File: src/pkg/ncpd_pkg.sv
// Shared constants, types and opcode decode for the nibble core peripheral decoder
package ncpd_pkg;

	localparam logic [11:0] ADDR_CTRL = 12'h000;
	localparam logic [11:0] ADDR_STATUS = 12'h004;
	localparam logic [11:0] ADDR_ENABLES = 12'h008;
	localparam int CTRL_RUN_BIT = 0;
	localparam logic CTRL_RUN_RST = 1'b1;
	localparam int ST_ACC_LSB = 0;
	localparam int ST_CF_BIT = 4;
	localparam int ST_ZF_BIT = 5;
	localparam int ST_HOLD_BIT = 6;
	localparam int ST_STOP_BIT = 7;
	localparam int ST_INTEN_BIT = 8;
	localparam int ST_SERBUSY_BIT = 9;
	localparam int EN_HOLD_LSB = 0;
	localparam int EN_INT_LSB = 8;
	localparam int EN_STOP_LSB = 16;
	localparam int EN_PORTD_BIT = 24;
	localparam logic [3:0] NIB_RST = 4'h0;
	localparam logic [7:0] BYTE_RST = 8'h00;
	localparam int CLK_PERIOD_NS = 10;
	localparam int SER_BIT_NS = 80;
	localparam int SER_BASE_CYCLES = (SER_BIT_NS + CLK_PERIOD_NS - 1) / CLK_PERIOD_NS;
	localparam logic [3:0] SER_BITS = 4'h8;
	localparam int DRAM_AW = 7;
	localparam int DMEM_AW = 8;

	typedef enum logic [5:0] {
		OP_NONE, OP_EV_LO, OP_EV_HI, OP_HOLD_EN, OP_PORTD_EN, OP_INT_EN, OP_PORT_EN,
		OP_PORT1_EN, OP_STOP_EN, OP_SYSCLK, OP_PS0_RD, OP_PS1_RD, OP_PS2_RD, OP_PS0_CLR,
		OP_PS1_CLR, OP_PS2_CLR, OP_CARRY_SET, OP_CARRY_CLR, OP_DIV0_CLR, OP_DIV1_CLR,
		OP_WDOG_CLR, OP_SH_RIGHT, OP_ROT_RIGHT, OP_SH_LEFT, OP_ROT_LEFT, OP_PTR_LO,
		OP_PTR_HI, OP_DM_WR, OP_DM_RD, OP_DISP_ON, OP_DISP_OFF, OP_CONTRAST, OP_SER_CTL,
		OP_SER_OUT, OP_SER_IN, OP_TONE_EN, OP_TONE_SEL, OP_T0_WLO, OP_T0_WHI, OP_T1_WLO,
		OP_T1_WHI, OP_T0_RLO, OP_T0_RHI, OP_T1_RLO, OP_T1_RHI, OP_HOLD, OP_STOP,
		OP_INT_ON, OP_INT_OFF
	} ncpd_op_t;

	typedef enum logic [2:0] {ST_FETCH, ST_READ, ST_EXEC, ST_SERIAL, ST_HOLD, ST_STOP}
		ncpd_state_t;

	function automatic ncpd_op_t ncpd_decode(input logic [15:0] w);
		ncpd_op_t op;
		op = OP_NONE;
		casez (w)
			16'b0101_1101_0???_????: op = OP_EV_LO;
			16'b0101_1101_1???_????: op = OP_EV_HI;
			16'b0100_0001_????_????: op = OP_HOLD_EN;
			16'b0011_0001_0000_000?: op = OP_PORTD_EN;
			16'b0101_0001_????_????: op = OP_INT_EN;
			16'b0100_0011_0000_????: op = OP_PORT_EN;
			16'b0011_0011_0000_??00: op = OP_PORT1_EN;
			16'b0101_0010_????_????: op = OP_STOP_EN;
			16'b0101_0100_0000_????: op = OP_SYSCLK;
			16'b0100_1111_0???_????: op = OP_PS0_RD;
			16'b0100_1111_1???_????: op = OP_PS1_RD;
			16'b0101_1111_0???_????: op = OP_PS2_RD;
			16'b0100_0010_0000_0000: op = OP_PS0_CLR;
			16'b0100_0010_1000_0000: op = OP_PS1_CLR;
			16'b0100_0010_1100_0000: op = OP_PS2_CLR;
			16'b0101_0000_0100_0000: op = OP_CARRY_SET;
			16'b0101_0000_0000_0000: op = OP_CARRY_CLR;
			16'b0001_0111_0000_0000: op = OP_DIV0_CLR;
			16'b0101_0101_1000_0000: op = OP_DIV1_CLR;
			16'b0001_0111_1000_0000: op = OP_WDOG_CLR;
			16'b0100_1101_0???_????: op = OP_SH_RIGHT;
			16'b0100_1101_1???_????: op = OP_ROT_RIGHT;
			16'b0100_1100_0???_????: op = OP_SH_LEFT;
			16'b0100_1100_1???_????: op = OP_ROT_LEFT;
			16'b1001_1000_0???_????: op = OP_PTR_LO;
			16'b1001_1000_1???_????: op = OP_PTR_HI;
			16'b1001_1010_0???_????: op = OP_DM_WR;
			16'b1001_1011_0???_????: op = OP_DM_RD;
			16'b0000_0010_0000_0000: op = OP_DISP_ON;
			16'b0000_0010_1000_0000: op = OP_DISP_OFF;
			16'b0000_0011_0000_0???: op = OP_CONTRAST;
			16'b0011_0010_0000_????: op = OP_SER_CTL;
			16'b1010_1111_0???_????: op = OP_SER_OUT;
			16'b1001_1111_0???_????: op = OP_SER_IN;
			16'b0011_0100_1000_????: op = OP_TONE_EN;
			16'b1001_1110_1???_????: op = OP_TONE_SEL;
			16'b1010_1010_0???_????: op = OP_T0_WLO;
			16'b1010_1010_1???_????: op = OP_T0_WHI;
			16'b1010_1011_0???_????: op = OP_T1_WLO;
			16'b1010_1011_1???_????: op = OP_T1_WHI;
			16'b1000_1111_0???_????: op = OP_T0_RLO;
			16'b1000_1111_1???_????: op = OP_T0_RHI;
			16'b1001_1001_0???_????: op = OP_T1_RLO;
			16'b1001_1001_1???_????: op = OP_T1_RHI;
			16'b0000_0000_1000_0000: op = OP_HOLD;
			16'b0000_0000_1100_0000: op = OP_STOP;
			16'b0101_0000_1100_0000: op = OP_INT_ON;
			16'b0101_0000_1000_0000: op = OP_INT_OFF;
			default: op = OP_NONE;
		endcase
		return op;
	endfunction : ncpd_decode

	function automatic logic ncpd_is_zero(input logic [3:0] v);
		return v == NIB_RST;
	endfunction : ncpd_is_zero

endpackage : ncpd_pkg

File: src/pkg/ncpd_ifs.sv
// Carriers between the decoder core and its memories and serial shifter
`timescale 1ns/1ns
`default_nettype none
interface ncpd_mem_if #(parameter int AW = 7);
	logic [AW-1:0] addr;
	logic [3:0] wdata;
	logic [3:0] rdata;
	logic we;
	modport host(output addr, output wdata, output we, input rdata);
	modport mem(input addr, input wdata, input we, output rdata);
endinterface : ncpd_mem_if

interface ncpd_ser_if;
	logic start;
	logic dirOut;
	logic [1:0] rate;
	logic [7:0] txByte;
	logic [7:0] rxByte;
	logic busy;
	logic done;
	modport ctrl(output start, output dirOut, output rate, output txByte,
		input rxByte, input busy, input done);
	modport shifter(input start, input dirOut, input rate, input txByte,
		output rxByte, output busy, output done);
endinterface : ncpd_ser_if
`default_nettype wire

File: src/ncpd_nib_mem.sv
// Nibble-wide memory with registered read data
`timescale 1ns/1ns
`default_nettype none
module ncpd_nib_mem #(parameter int AW = 7) (
	input wire logic clk,
	input wire logic ce,
	ncpd_mem_if.mem port
);
	logic [3:0] cells [2**AW];

	always_ff @(posedge clk) begin
		if (ce) begin
			if (port.we) begin
				cells[port.addr] <= port.wdata;
			end
			port.rdata <= cells[port.addr];
		end
	end
endmodule : ncpd_nib_mem
`default_nettype wire

File: src/ncpd_serial_shift.sv
// Eight-bit serial shifter on one two-way pin, MSB first
`timescale 1ns/1ns
`default_nettype none
module ncpd_serial_shift import ncpd_pkg::*; (
	input wire logic clk,
	input wire logic rst_n,
	input wire logic ce,
	ncpd_ser_if.shifter sp,
	input wire logic pinIn,
	output logic pinOut,
	output logic pinOe
);
	logic [7:0] shR;
	logic [3:0] bitCntR;
	logic [7:0] tickR;
	logic dirR;
	logic [7:0] period;

	// Slower rates double the bit time per step
	assign period = 8'(SER_BASE_CYCLES << sp.rate);

	always_ff @(posedge clk or negedge rst_n) begin
		if (!rst_n) begin
			shR <= BYTE_RST;
			bitCntR <= NIB_RST;
			tickR <= BYTE_RST;
			dirR <= 1'b0;
			sp.busy <= 1'b0;
			sp.done <= 1'b0;
			sp.rxByte <= BYTE_RST;
			pinOut <= 1'b0;
			pinOe <= 1'b0;
		end else if (ce) begin
			sp.done <= 1'b0;
			if (sp.start && !sp.busy) begin
				shR <= sp.txByte;
				bitCntR <= SER_BITS;
				tickR <= period - 8'h01;
				dirR <= sp.dirOut;
				sp.busy <= 1'b1;
				pinOut <= sp.txByte[7];
				pinOe <= sp.dirOut;
			end else if (sp.busy) begin
				if (tickR == BYTE_RST) begin
					tickR <= period - 8'h01;
					shR <= {shR[6:0], dirR ? 1'b0 : pinIn};
					pinOut <= shR[6];
					bitCntR <= bitCntR - 4'h1;
					if (bitCntR == 4'h1) begin
						sp.busy <= 1'b0;
						sp.done <= 1'b1;
						pinOe <= 1'b0;
						sp.rxByte <= {shR[6:0], pinIn};
					end
				end else begin
					tickR <= tickR - 8'h01;
				end
			end
		end
	end
endmodule : ncpd_serial_shift
`default_nettype wire

File: src/ncpd_decoder.sv
// Peripheral opcode decoder and execution control for the nibble core
// Notes on behaviour
// - Event flag nibbles into accumulator and register
// - Immediate byte loads hold-release enables
// - Immediate bit sets port D hold-release enable
// - Immediate byte loads interrupt enable flags
// - Load port enables; port 1 bits 3,2
// - Immediate byte loads stop wake-up enables
// - Port status reads set accumulator, register, zero
// - Fixed opcodes clear one port status register
// - Clear only low four divider bits
// - Register written to display memory at pointer
// - Display memory at pointer read into register
// - Three-bit immediate sets display contrast
// - Shift register and accumulator out serially
// - Shift in byte to register, accumulator, zero
// - Four-bit immediate sets serial control
// - Register value selects tone frequency pair
// - Register writes timer preset nibbles
// - Timer nibbles read into register
// - Hold mode stops until enabled release event
// - Stop mode ends until enabled wake input
// - Fixed opcodes enable or disable interrupts
`timescale 1ns/1ns
`default_nettype none
module ncpd_decoder import ncpd_pkg::*; (
	input wire logic clk,
	input wire logic rst_n,
	input wire logic ce,
	input wire logic [11:0] paddr,
	input wire logic psel,
	input wire logic penable,
	input wire logic pwrite,
	input wire logic [31:0] pwdata,
	output logic [31:0] prdata,
	output logic pready,
	output logic pslverr,
	input wire logic [15:0] instr,
	input wire logic instrValid,
	output logic instrReady,
	input wire logic [7:0] eventFlags,
	input wire logic portdEvent,
	input wire logic [7:0] wakePins,
	input wire logic [11:0] portStatusSet,
	input wire logic [7:0] timer0Count,
	input wire logic [7:0] timer1Count,
	input wire logic serialPinIn,
	output logic serialPinOut,
	output logic serialPinOe,
	output logic [7:0] holdReleaseEnables,
	output logic portdHoldReleaseEnable,
	output logic [7:0] interruptEnableFlags,
	output logic interruptGlobalEnable,
	output logic [3:0] portEnableFlags,
	output logic [3:0] port1EnableFlags,
	output logic [7:0] stopWakeupEnables,
	output logic [3:0] systemClockSetting,
	output logic [11:0] portStatus,
	output logic divider0LowClear,
	output logic divider1LowClear,
	output logic watchdogRestart,
	output logic displayOn,
	output logic [2:0] displayContrastSetting,
	output logic [3:0] serialControlSetting,
	output logic [3:0] toneEnableControl,
	output logic [3:0] toneSelect,
	output logic [7:0] timer0Preset,
	output logic [7:0] timer1Preset,
	output logic holdMode,
	output logic stopMode
);
	ncpd_state_t stateR;
	ncpd_state_t stateNxt;
	logic [15:0] irR;
	ncpd_op_t op;
	logic runEnR;
	logic [3:0] accR;
	logic carryR;
	logic zeroR;
	logic [3:0] ptrLoR;
	logic [3:0] ptrHiR;
	logic exec;
	logic take;
	logic [3:0] rVal;
	logic [3:0] res;
	logic rWe;
	logic accWe;
	logic zfWe;
	logic cfWe;
	logic cfNxt;
	logic serInDone;
	logic holdWake;
	logic stopWake;
	logic apbSetup;
	logic apbWrite;
	logic addrMapped;
	logic [31:0] readMux;

	ncpd_mem_if #(.AW(DRAM_AW)) dram();
	ncpd_mem_if #(.AW(DMEM_AW)) dmem();
	ncpd_ser_if ser();

	ncpd_nib_mem #(.AW(DRAM_AW)) u_dram (
		.clk(clk),
		.ce(ce),
		.port(dram.mem)
	);

	ncpd_nib_mem #(.AW(DMEM_AW)) u_dmem (
		.clk(clk),
		.ce(ce),
		.port(dmem.mem)
	);

	ncpd_serial_shift u_ser (
		.clk(clk),
		.rst_n(rst_n),
		.ce(ce),
		.sp(ser.shifter),
		.pinIn(serialPinIn),
		.pinOut(serialPinOut),
		.pinOe(serialPinOe)
	);

	assign op = ncpd_decode(irR);
	assign exec = stateR == ST_EXEC;
	assign take = (stateR == ST_FETCH) && instrValid && instrReady;
	assign rVal = dram.rdata;
	assign serInDone = (stateR == ST_SERIAL) && ser.done && !ser.dirOut;
	assign holdWake = |(eventFlags & holdReleaseEnables) || (portdEvent && portdHoldReleaseEnable);
	assign stopWake = |(wakePins & stopWakeupEnables);

	// Data register and display memory addressing
	assign dram.addr = irR[6:0];
	assign dram.we = (exec && rWe) || serInDone;
	assign dram.wdata = serInDone ? ser.rxByte[7:4] : res;
	assign dmem.addr = {ptrHiR, ptrLoR};
	assign dmem.we = exec && (op == OP_DM_WR);
	assign dmem.wdata = rVal;

	// Sequencer: fetch, operand read, execute; wait states only for serial transfers and sleep
	always_comb begin
		stateNxt = stateR;
		unique case (stateR)
			ST_FETCH: begin
				if (take) begin
					stateNxt = ST_READ;
				end
			end
			ST_READ: stateNxt = ST_EXEC;
			ST_EXEC: begin
				if (op == OP_SER_OUT || op == OP_SER_IN) begin
					stateNxt = ST_SERIAL;
				end else if (op == OP_HOLD) begin
					stateNxt = ST_HOLD;
				end else if (op == OP_STOP) begin
					stateNxt = ST_STOP;
				end else begin
					stateNxt = ST_FETCH;
				end
			end
			ST_SERIAL: begin
				if (ser.done) begin
					stateNxt = ST_FETCH;
				end
			end
			ST_HOLD: begin
				if (holdWake) begin
					stateNxt = ST_FETCH;
				end
			end
			ST_STOP: begin
				if (stopWake) begin
					stateNxt = ST_FETCH;
				end
			end
		endcase
	end

	always_ff @(posedge clk or negedge rst_n) begin
		if (!rst_n) begin
			stateR <= ST_FETCH;
			instrReady <= 1'b0;
			irR <= 16'h0000;
			holdMode <= 1'b0;
			stopMode <= 1'b0;
		end else if (ce) begin
			stateR <= stateNxt;
			instrReady <= (stateNxt == ST_FETCH) && runEnR;
			holdMode <= stateNxt == ST_HOLD;
			stopMode <= stateNxt == ST_STOP;
			if (take) begin
				irR <= instr;
			end
		end
	end

	// Operand result and flag effects of the executing opcode
	always_comb begin
		res = NIB_RST;
		rWe = 1'b0;
		accWe = 1'b0;
		zfWe = 1'b0;
		cfWe = 1'b0;
		cfNxt = carryR;
		case (op)
			OP_EV_LO: {res, rWe, accWe, zfWe} = {eventFlags[3:0], 3'b111};
			OP_EV_HI: {res, rWe, accWe, zfWe} = {eventFlags[7:4], 3'b111};
			OP_PS0_RD: {res, rWe, accWe, zfWe} = {portStatus[3:0], 3'b111};
			OP_PS1_RD: {res, rWe, accWe, zfWe} = {portStatus[7:4], 3'b111};
			OP_PS2_RD: {res, rWe, accWe, zfWe} = {portStatus[11:8], 3'b111};
			OP_SH_RIGHT: {res, rWe, accWe, zfWe, cfWe, cfNxt} =
				{1'b0, rVal[3:1], 4'b1111, rVal[0]};
			OP_ROT_RIGHT: {res, rWe, accWe, zfWe, cfWe, cfNxt} =
				{carryR, rVal[3:1], 4'b1111, rVal[0]};
			OP_SH_LEFT: {res, rWe, accWe, zfWe, cfWe, cfNxt} =
				{rVal[2:0], 1'b0, 4'b1111, rVal[3]};
			OP_ROT_LEFT: {res, rWe, accWe, zfWe, cfWe, cfNxt} =
				{rVal[2:0], carryR, 4'b1111, rVal[3]};
			OP_CARRY_SET: {cfWe, cfNxt} = 2'b11;
			OP_CARRY_CLR: {cfWe, cfNxt} = 2'b10;
			OP_DM_RD: {res, rWe} = {dmem.rdata, 1'b1};
			OP_T0_RLO: {res, rWe} = {timer0Count[3:0], 1'b1};
			OP_T0_RHI: {res, rWe} = {timer0Count[7:4], 1'b1};
			OP_T1_RLO: {res, rWe} = {timer1Count[3:0], 1'b1};
			OP_T1_RHI: {res, rWe} = {timer1Count[7:4], 1'b1};
			default: res = NIB_RST;
		endcase
	end

	always_ff @(posedge clk or negedge rst_n) begin
		if (!rst_n) begin
			accR <= NIB_RST;
			carryR <= 1'b0;
			zeroR <= 1'b0;
		end else if (ce) begin
			if (exec && accWe) begin
				accR <= res;
			end
			if (exec && zfWe) begin
				zeroR <= ncpd_is_zero(res);
			end
			if (exec && cfWe) begin
				carryR <= cfNxt;
			end
			// Zero follows the accumulator nibble, as for the other loads
			if (serInDone) begin
				accR <= ser.rxByte[3:0];
				zeroR <= ncpd_is_zero(ser.rxByte[3:0]);
			end
		end
	end

	// Enable flag immediates
	always_ff @(posedge clk or negedge rst_n) begin
		if (!rst_n) begin
			holdReleaseEnables <= BYTE_RST;
			portdHoldReleaseEnable <= 1'b0;
			interruptEnableFlags <= BYTE_RST;
			interruptGlobalEnable <= 1'b0;
			portEnableFlags <= NIB_RST;
			port1EnableFlags <= NIB_RST;
			stopWakeupEnables <= BYTE_RST;
			systemClockSetting <= NIB_RST;
		end else if (ce && exec) begin
			case (op)
				OP_HOLD_EN: holdReleaseEnables <= irR[7:0];
				OP_PORTD_EN: portdHoldReleaseEnable <= irR[0];
				OP_INT_EN: interruptEnableFlags <= irR[7:0];
				OP_PORT_EN: portEnableFlags <= irR[3:0];
				OP_PORT1_EN: port1EnableFlags <= {irR[3:2], 2'b00};
				OP_STOP_EN: stopWakeupEnables <= irR[7:0];
				OP_SYSCLK: systemClockSetting <= irR[3:0];
				OP_INT_ON: interruptGlobalEnable <= 1'b1;
				OP_INT_OFF: interruptGlobalEnable <= 1'b0;
				default: systemClockSetting <= systemClockSetting;
			endcase
		end
	end

	// Port status: a new event in the clearing cycle survives
	always_ff @(posedge clk or negedge rst_n) begin
		if (!rst_n) begin
			portStatus <= 12'h000;
		end else if (ce) begin
			for (int i = 0; i < 3; i++) begin
				if (exec && op == ncpd_op_t'(OP_PS0_CLR + i)) begin
					portStatus[i*4 +: 4] <= portStatusSet[i*4 +: 4];
				end else begin
					portStatus[i*4 +: 4] <= portStatus[i*4 +: 4] | portStatusSet[i*4 +: 4];
				end
			end
		end
	end

	// One-cycle strobes; the dividers themselves keep their upper stages
	always_ff @(posedge clk or negedge rst_n) begin
		if (!rst_n) begin
			divider0LowClear <= 1'b0;
			divider1LowClear <= 1'b0;
			watchdogRestart <= 1'b0;
		end else if (ce) begin
			divider0LowClear <= exec && (op == OP_DIV0_CLR);
			divider1LowClear <= exec && (op == OP_DIV1_CLR);
			watchdogRestart <= exec && (op == OP_WDOG_CLR);
		end
	end

	// Display pointer, display state and tone settings
	always_ff @(posedge clk or negedge rst_n) begin
		if (!rst_n) begin
			ptrLoR <= NIB_RST;
			ptrHiR <= NIB_RST;
			displayOn <= 1'b0;
			displayContrastSetting <= 3'h0;
			toneEnableControl <= NIB_RST;
			toneSelect <= NIB_RST;
			serialControlSetting <= NIB_RST;
		end else if (ce && exec) begin
			case (op)
				OP_PTR_LO: ptrLoR <= rVal;
				OP_PTR_HI: ptrHiR <= rVal;
				OP_DISP_ON: displayOn <= 1'b1;
				OP_DISP_OFF: displayOn <= 1'b0;
				OP_CONTRAST: displayContrastSetting <= irR[2:0];
				OP_SER_CTL: serialControlSetting <= irR[3:0];
				OP_TONE_EN: toneEnableControl <= irR[3:0];
				OP_TONE_SEL: toneSelect <= rVal;
				default: ptrLoR <= ptrLoR;
			endcase
		end
	end

	// Timer presets by nibble
	always_ff @(posedge clk or negedge rst_n) begin
		if (!rst_n) begin
			timer0Preset <= BYTE_RST;
			timer1Preset <= BYTE_RST;
		end else if (ce && exec) begin
			case (op)
				OP_T0_WLO: timer0Preset[3:0] <= rVal;
				OP_T0_WHI: timer0Preset[7:4] <= rVal;
				OP_T1_WLO: timer1Preset[3:0] <= rVal;
				OP_T1_WHI: timer1Preset[7:4] <= rVal;
				default: timer0Preset <= timer0Preset;
			endcase
		end
	end

	// Serial launch; the core waits in its serial state until the byte is done
	always_ff @(posedge clk or negedge rst_n) begin
		if (!rst_n) begin
			ser.start <= 1'b0;
			ser.dirOut <= 1'b0;
			ser.txByte <= BYTE_RST;
		end else if (ce) begin
			ser.start <= exec && (op == OP_SER_OUT || op == OP_SER_IN);
			if (exec && op == OP_SER_OUT) begin
				ser.dirOut <= 1'b1;
				ser.txByte <= {rVal, accR};
			end else if (exec && op == OP_SER_IN) begin
				ser.dirOut <= 1'b0;
			end
		end
	end

	assign ser.rate = serialControlSetting[1:0];

	// APB slave: zero wait states, error on unmapped addresses
	assign apbSetup = psel && !penable && !pready;
	assign apbWrite = psel && penable && pready && pwrite && !pslverr;
	assign addrMapped = paddr == ADDR_CTRL || paddr == ADDR_STATUS || paddr == ADDR_ENABLES;

	always_comb begin
		readMux = 32'h0000_0000;
		if (paddr == ADDR_CTRL) begin
			readMux[CTRL_RUN_BIT] = runEnR;
		end else if (paddr == ADDR_STATUS) begin
			readMux[ST_ACC_LSB +: 4] = accR;
			readMux[ST_CF_BIT] = carryR;
			readMux[ST_ZF_BIT] = zeroR;
			readMux[ST_HOLD_BIT] = holdMode;
			readMux[ST_STOP_BIT] = stopMode;
			readMux[ST_INTEN_BIT] = interruptGlobalEnable;
			readMux[ST_SERBUSY_BIT] = ser.busy;
		end else if (paddr == ADDR_ENABLES) begin
			readMux[EN_HOLD_LSB +: 8] = holdReleaseEnables;
			readMux[EN_INT_LSB +: 8] = interruptEnableFlags;
			readMux[EN_STOP_LSB +: 8] = stopWakeupEnables;
			readMux[EN_PORTD_BIT] = portdHoldReleaseEnable;
		end
	end

	always_ff @(posedge clk or negedge rst_n) begin
		if (!rst_n) begin
			pready <= 1'b0;
			pslverr <= 1'b0;
			prdata <= 32'h0000_0000;
			runEnR <= CTRL_RUN_RST;
		end else if (ce) begin
			pready <= apbSetup;
			pslverr <= apbSetup && !addrMapped;
			if (apbSetup) begin
				prdata <= pwrite ? 32'h0000_0000 : readMux;
			end
			if (apbWrite && paddr == ADDR_CTRL) begin
				runEnR <= pwdata[CTRL_RUN_BIT];
			end
		end
	end

endmodule : ncpd_decoder
`default_nettype wire

File: config.mk
export PLATFORM = sky130hd
export DESIGN_NAME = ncpd_decoder
export DESIGN_NICKNAME = d
export VERILOG_FILES = /design/src/pkg/ncpd_pkg.sv /design/src/pkg/ncpd_ifs.sv /design/src/ncpd_nib_mem.sv /design/src/ncpd_serial_shift.sv /design/src/ncpd_decoder.sv
export SDC_FILE = /design/constraint.sdc
export NUM_CORES = 2
export LEC_CHECK = 0
export BUFFER_PORTS_ARGS = -buffer_cell sky130_fd_sc_hd__buf_2
export CAP_MARGIN = 20
export CORE_ASPECT_RATIO = 0.6
export CORE_UTILIZATION = 40
export DETAILED_ROUTE_END_ITERATION = 10
export PLACE_DENSITY = 0.65
export SLEW_MARGIN = 20
export SYNTH_ARGS = -nofsm -noshare
export SYNTH_HDL_FRONTEND = slang
export SYNTH_SLANG_ARGS = --single-unit
File: constraint.sdc
create_clock -name clk -period 11.98 [get_ports clk]
set_input_delay 0.599 -clock clk [delete_from_list [all_inputs] [get_ports clk]]
set_output_delay 0.599 -clock clk [all_outputs]
set_load 0.03 [all_outputs]
==> results.cfg <==
[sta]
fin_crit_sh = 0.511
finalHoldViolations = 0
rsz0062_at_grt = no
slew_violations = 0
relSlewSlack = 0.184
max_freq_mhz = 163
setup_tns_ns = 0
fin_crit_ns = 6.13
fin_skew_ns = 0.0422
fin_ws_ns = 5.85
worst_pin_slew_ns = 1.21
setup_viol = 0

[final_layout]
num-nets-final = 4234
drive_above_1_share = 0.244
area_growth_pct = 12.8
most-common-layout-cells = edfxtp_1 (1544), nor2_1 (463), mux4_2 (349)
utilization = 0.455
multiInputGateArea_sq_um = 17600
num-fill-cells = 14700
final_common_cell = edfxtp_1
layout.area.seq_sq_um = 51100

[synth]
ys_types = 87
synth_edf_count = 1544
syn_avg_cell_area_sq_um = 17.8
async_reset_ff_frac = 0.109
synth.top_cell.area_share = 0.665
synthTopCellsByArea = edfxtp_1 (66%), mux4_2 (11%), dfrtp_1 (6.7%), nor2_1 (2.5%), mux2_2 (2.0%)
synth_largest_area_cell = edfxtp_1
yosysWarnings = 0
synthFlopType = edfxtp_1
ys_seq_area_frac = 0.732
synth_seq_cells = 1733
syn_area_sq_um = 69800
syn-instance-count = 3921

[routing]
wl_met1_um = 82300
routedWlPerCell_um = 28.1
dr_wl_met3_um = 23500
highest_layer = met5
via_count = 39100
totalWireLength_um = 185000
vias_per_cell = 5.95
detail-route-antenna-nets = 0
firstDrtPassIters = 6
drc = 0
dr_wl_met2_um = 75500
drtIter0Drc = 5525

[clocking]
htreeDepth = 4
clock-sinks = 1733
cts_buffers = 158
clkSlewWorstSetupHoldPaths_ns = 0.07
root_buffer = clkbuf_16
post_cts_buffers = 0
clockBufferDepth = 3
clock_latency_ns = 0.80
cts_tree = done
cts_resized = 0

[worst_setup_path]
r2r-start = irR[4]
required_ns = 12.43
slowest_delay_ns = 0.83
critPathSlowestCell = dfrtp_2
worst_setup_path_end_kind = register
crit_fanout = 86
rr_worst_depth = 11
r2r-end = u_dram.cells[126][1]
crit_chain = or4_1 > nor4_1 > a41oi_2 > or4b_1 > or4_1 > nor4b_2 > a21oi_1 > and2_1 > a21oi_4 > buf_4 > buf_4
critPathKind = reg -> reg
r2r_slack_ns = 5.85
cp-start-kind = register
arrival_ns = 6.57

[placement]
place_congestion = 0.901
dp_hpwl_um = 115000
dpl_worst_slack_ns = 5.95
port_buffers = 196

[floorplan]
fp.dieH_um = 325
fp.dieW_um = 541
core_sq_um = 173000
start_util = 0.403
die-area_sq_um = 176000
boundaryPins = 237
num_rows = 118

[hold_path]
min_path_type = in -> reg
min_to = irR[1]
hp-start = instr[1]
hold-path-cell-count = 2

[global_routing]
grt_max_degree = 217
grt_overflow = 0
grt_pass1_wl_um = 268000
antenna_found_initial = 3
grt_pass1_vias = 37700
grt_usage = 0.209

[outcome]
status = complete, no violations

[power_and_ir_drop]
peakVddDrop_mv = 0.163
powerDensity_nw_per_um2 = 151
leakagePower_nw = 25.5

[run]
maxCapViolations = 0
==> what timing repair did <==
action	CTS	global route
hold endpoints to repair	92	0
hold buffers	13	0
endpoints found under the setup margin	0	0
==> flip-flops by register name, indices dropped and copies added, names as in the netlist, 7 cells and up <==
signal	flops
irR	16
u_ser.sp.rxByte	8
stopWakeupEnables	8
timer1Preset	8
timer0Preset	8
u_dram.cells	512
holdReleaseEnables	8
u_ser.shR	7
u_dmem.cells	1024
prdata	25
interruptEnableFlags	8
portStatus	12
u_ser.tickR	8
ser.txByte	8
==> cell families after synthesis <==
kind of cell / Yosys count / synth area share
compound gates: 483 / 0.0499
other cells: 1 / 0.0000538
simple gates: 886 / 0.0591
buf+inv: 283 / 0.0168
xor+xnor: 6 / 0.000753
fa+ha+maj: 5 / 0.000897
flops: 1733 / 0.732
mux: 524 / 0.140
==> synthesized netlist by cell type, types with 6 or more instances <==
cell and n:
o211ai_1 21, o22ai_1 13, clkbuf_1 161, mux2_2 124, buf_4 14, nand2_1 148
mux4_2 349, nand4b_1 6, a31oi_1 8, or3_1 7, nor4b_1 9, o31ai_1 10
nand2_2 7, a22o_1 53, edfxtp_1 1544, inv_1 25, a221o_1 11, a222oi_1 9
a221oi_1 38, dfrtp_1 188, and2_1 11, a21oi_1 57, mux2i_1 51, a211oi_1 9
a22oi_1 129, nand2b_1 8, nor2b_1 20, nand4_1 46, buf_1 49, and4_1 6
nor3_1 27, nor2_1 470, buf_2 32, nand3_1 48, o21ai_0 82, nor4_1 21
nor3b_1 9
==> report_power, final <==
part / total (mW) / switching (mW) / internal [mW]
registers: 6.61 / 0.0487 / 6.56
logic: 0.230 / 0.159 / 0.0709
clock network: 5.08 / 2.25 / 2.83
total: 11.9 / 2.46 / 9.46
==> final cells by class <==
type / count / share of cell area
Tap cell: 2340 / 0.0372
Clock buffer: 202 / 0.0545
Sequential cell: 1733 / 0.650
Antenna cell: 1 / 0.0000318
Multi-Input combinational cell: 1913 / 0.224
Clock inverter: 85 / 0.0107
Timing Repair Buffer: 285 / 0.0221
Inverter: 25 / 0.00119
==> layer usage <==
layer / up-vias / global-route usage
met5: - / 0
met4: 2 / 0.0538
met3: 244 / 0.0717
met2: 2299 / 0.273
met1: 20400 / 0.327
li1: 16200 / -
==> worst max-delay path by stage <==
stage / slack, ns / endpoint / cells after the start / startpoint
after global placement: 6.04 / u_dram.cells[121][1] / 11 / irR[4]
after global routing: 5.64 / u_dram.cells[64][1] / 11 / irR[4]
after detailed placement: 5.95 / u_dram.cells[65][1] / 11 / irR[4]
after floorplan: 3.13 / u_dram.cells[0][0] / 6 / u_dram.port.rdata[1]
final: 5.85 / u_dram.cells[126][1] / 11 / irR[4]
after CTS: 5.96 / u_dram.cells[93][1] / 11 / irR[4]
==> metrics by stage <==
step	area [sq um]	hold WS, ns	cells	power, mW
final	78700	0.0595	6584	11.9
after global routing	78700	0.0253	6583	12.2
after CTS	78600	0.0000360	6583	12.0
after detailed placement	73400	0.468	6283	6.96
after global placement	73400	0.458	6283	6.95
after floorplan	69800	0.303	3929	6.87
==> worst max-delay path, delay by kind of cell, from the launching register on <==
| family | cells | cell delay (ns) |
|---|---|---|
| AOI/OAI and AO/OA | 3 | 0.68 |
| buffers and inverters | 2 | 1.23 |
| DFF | 1 | 0.83 |
| and+or+nand+nor | 6 | 2.95 |
Note: power is estimated with default switching activity, not from simulation.
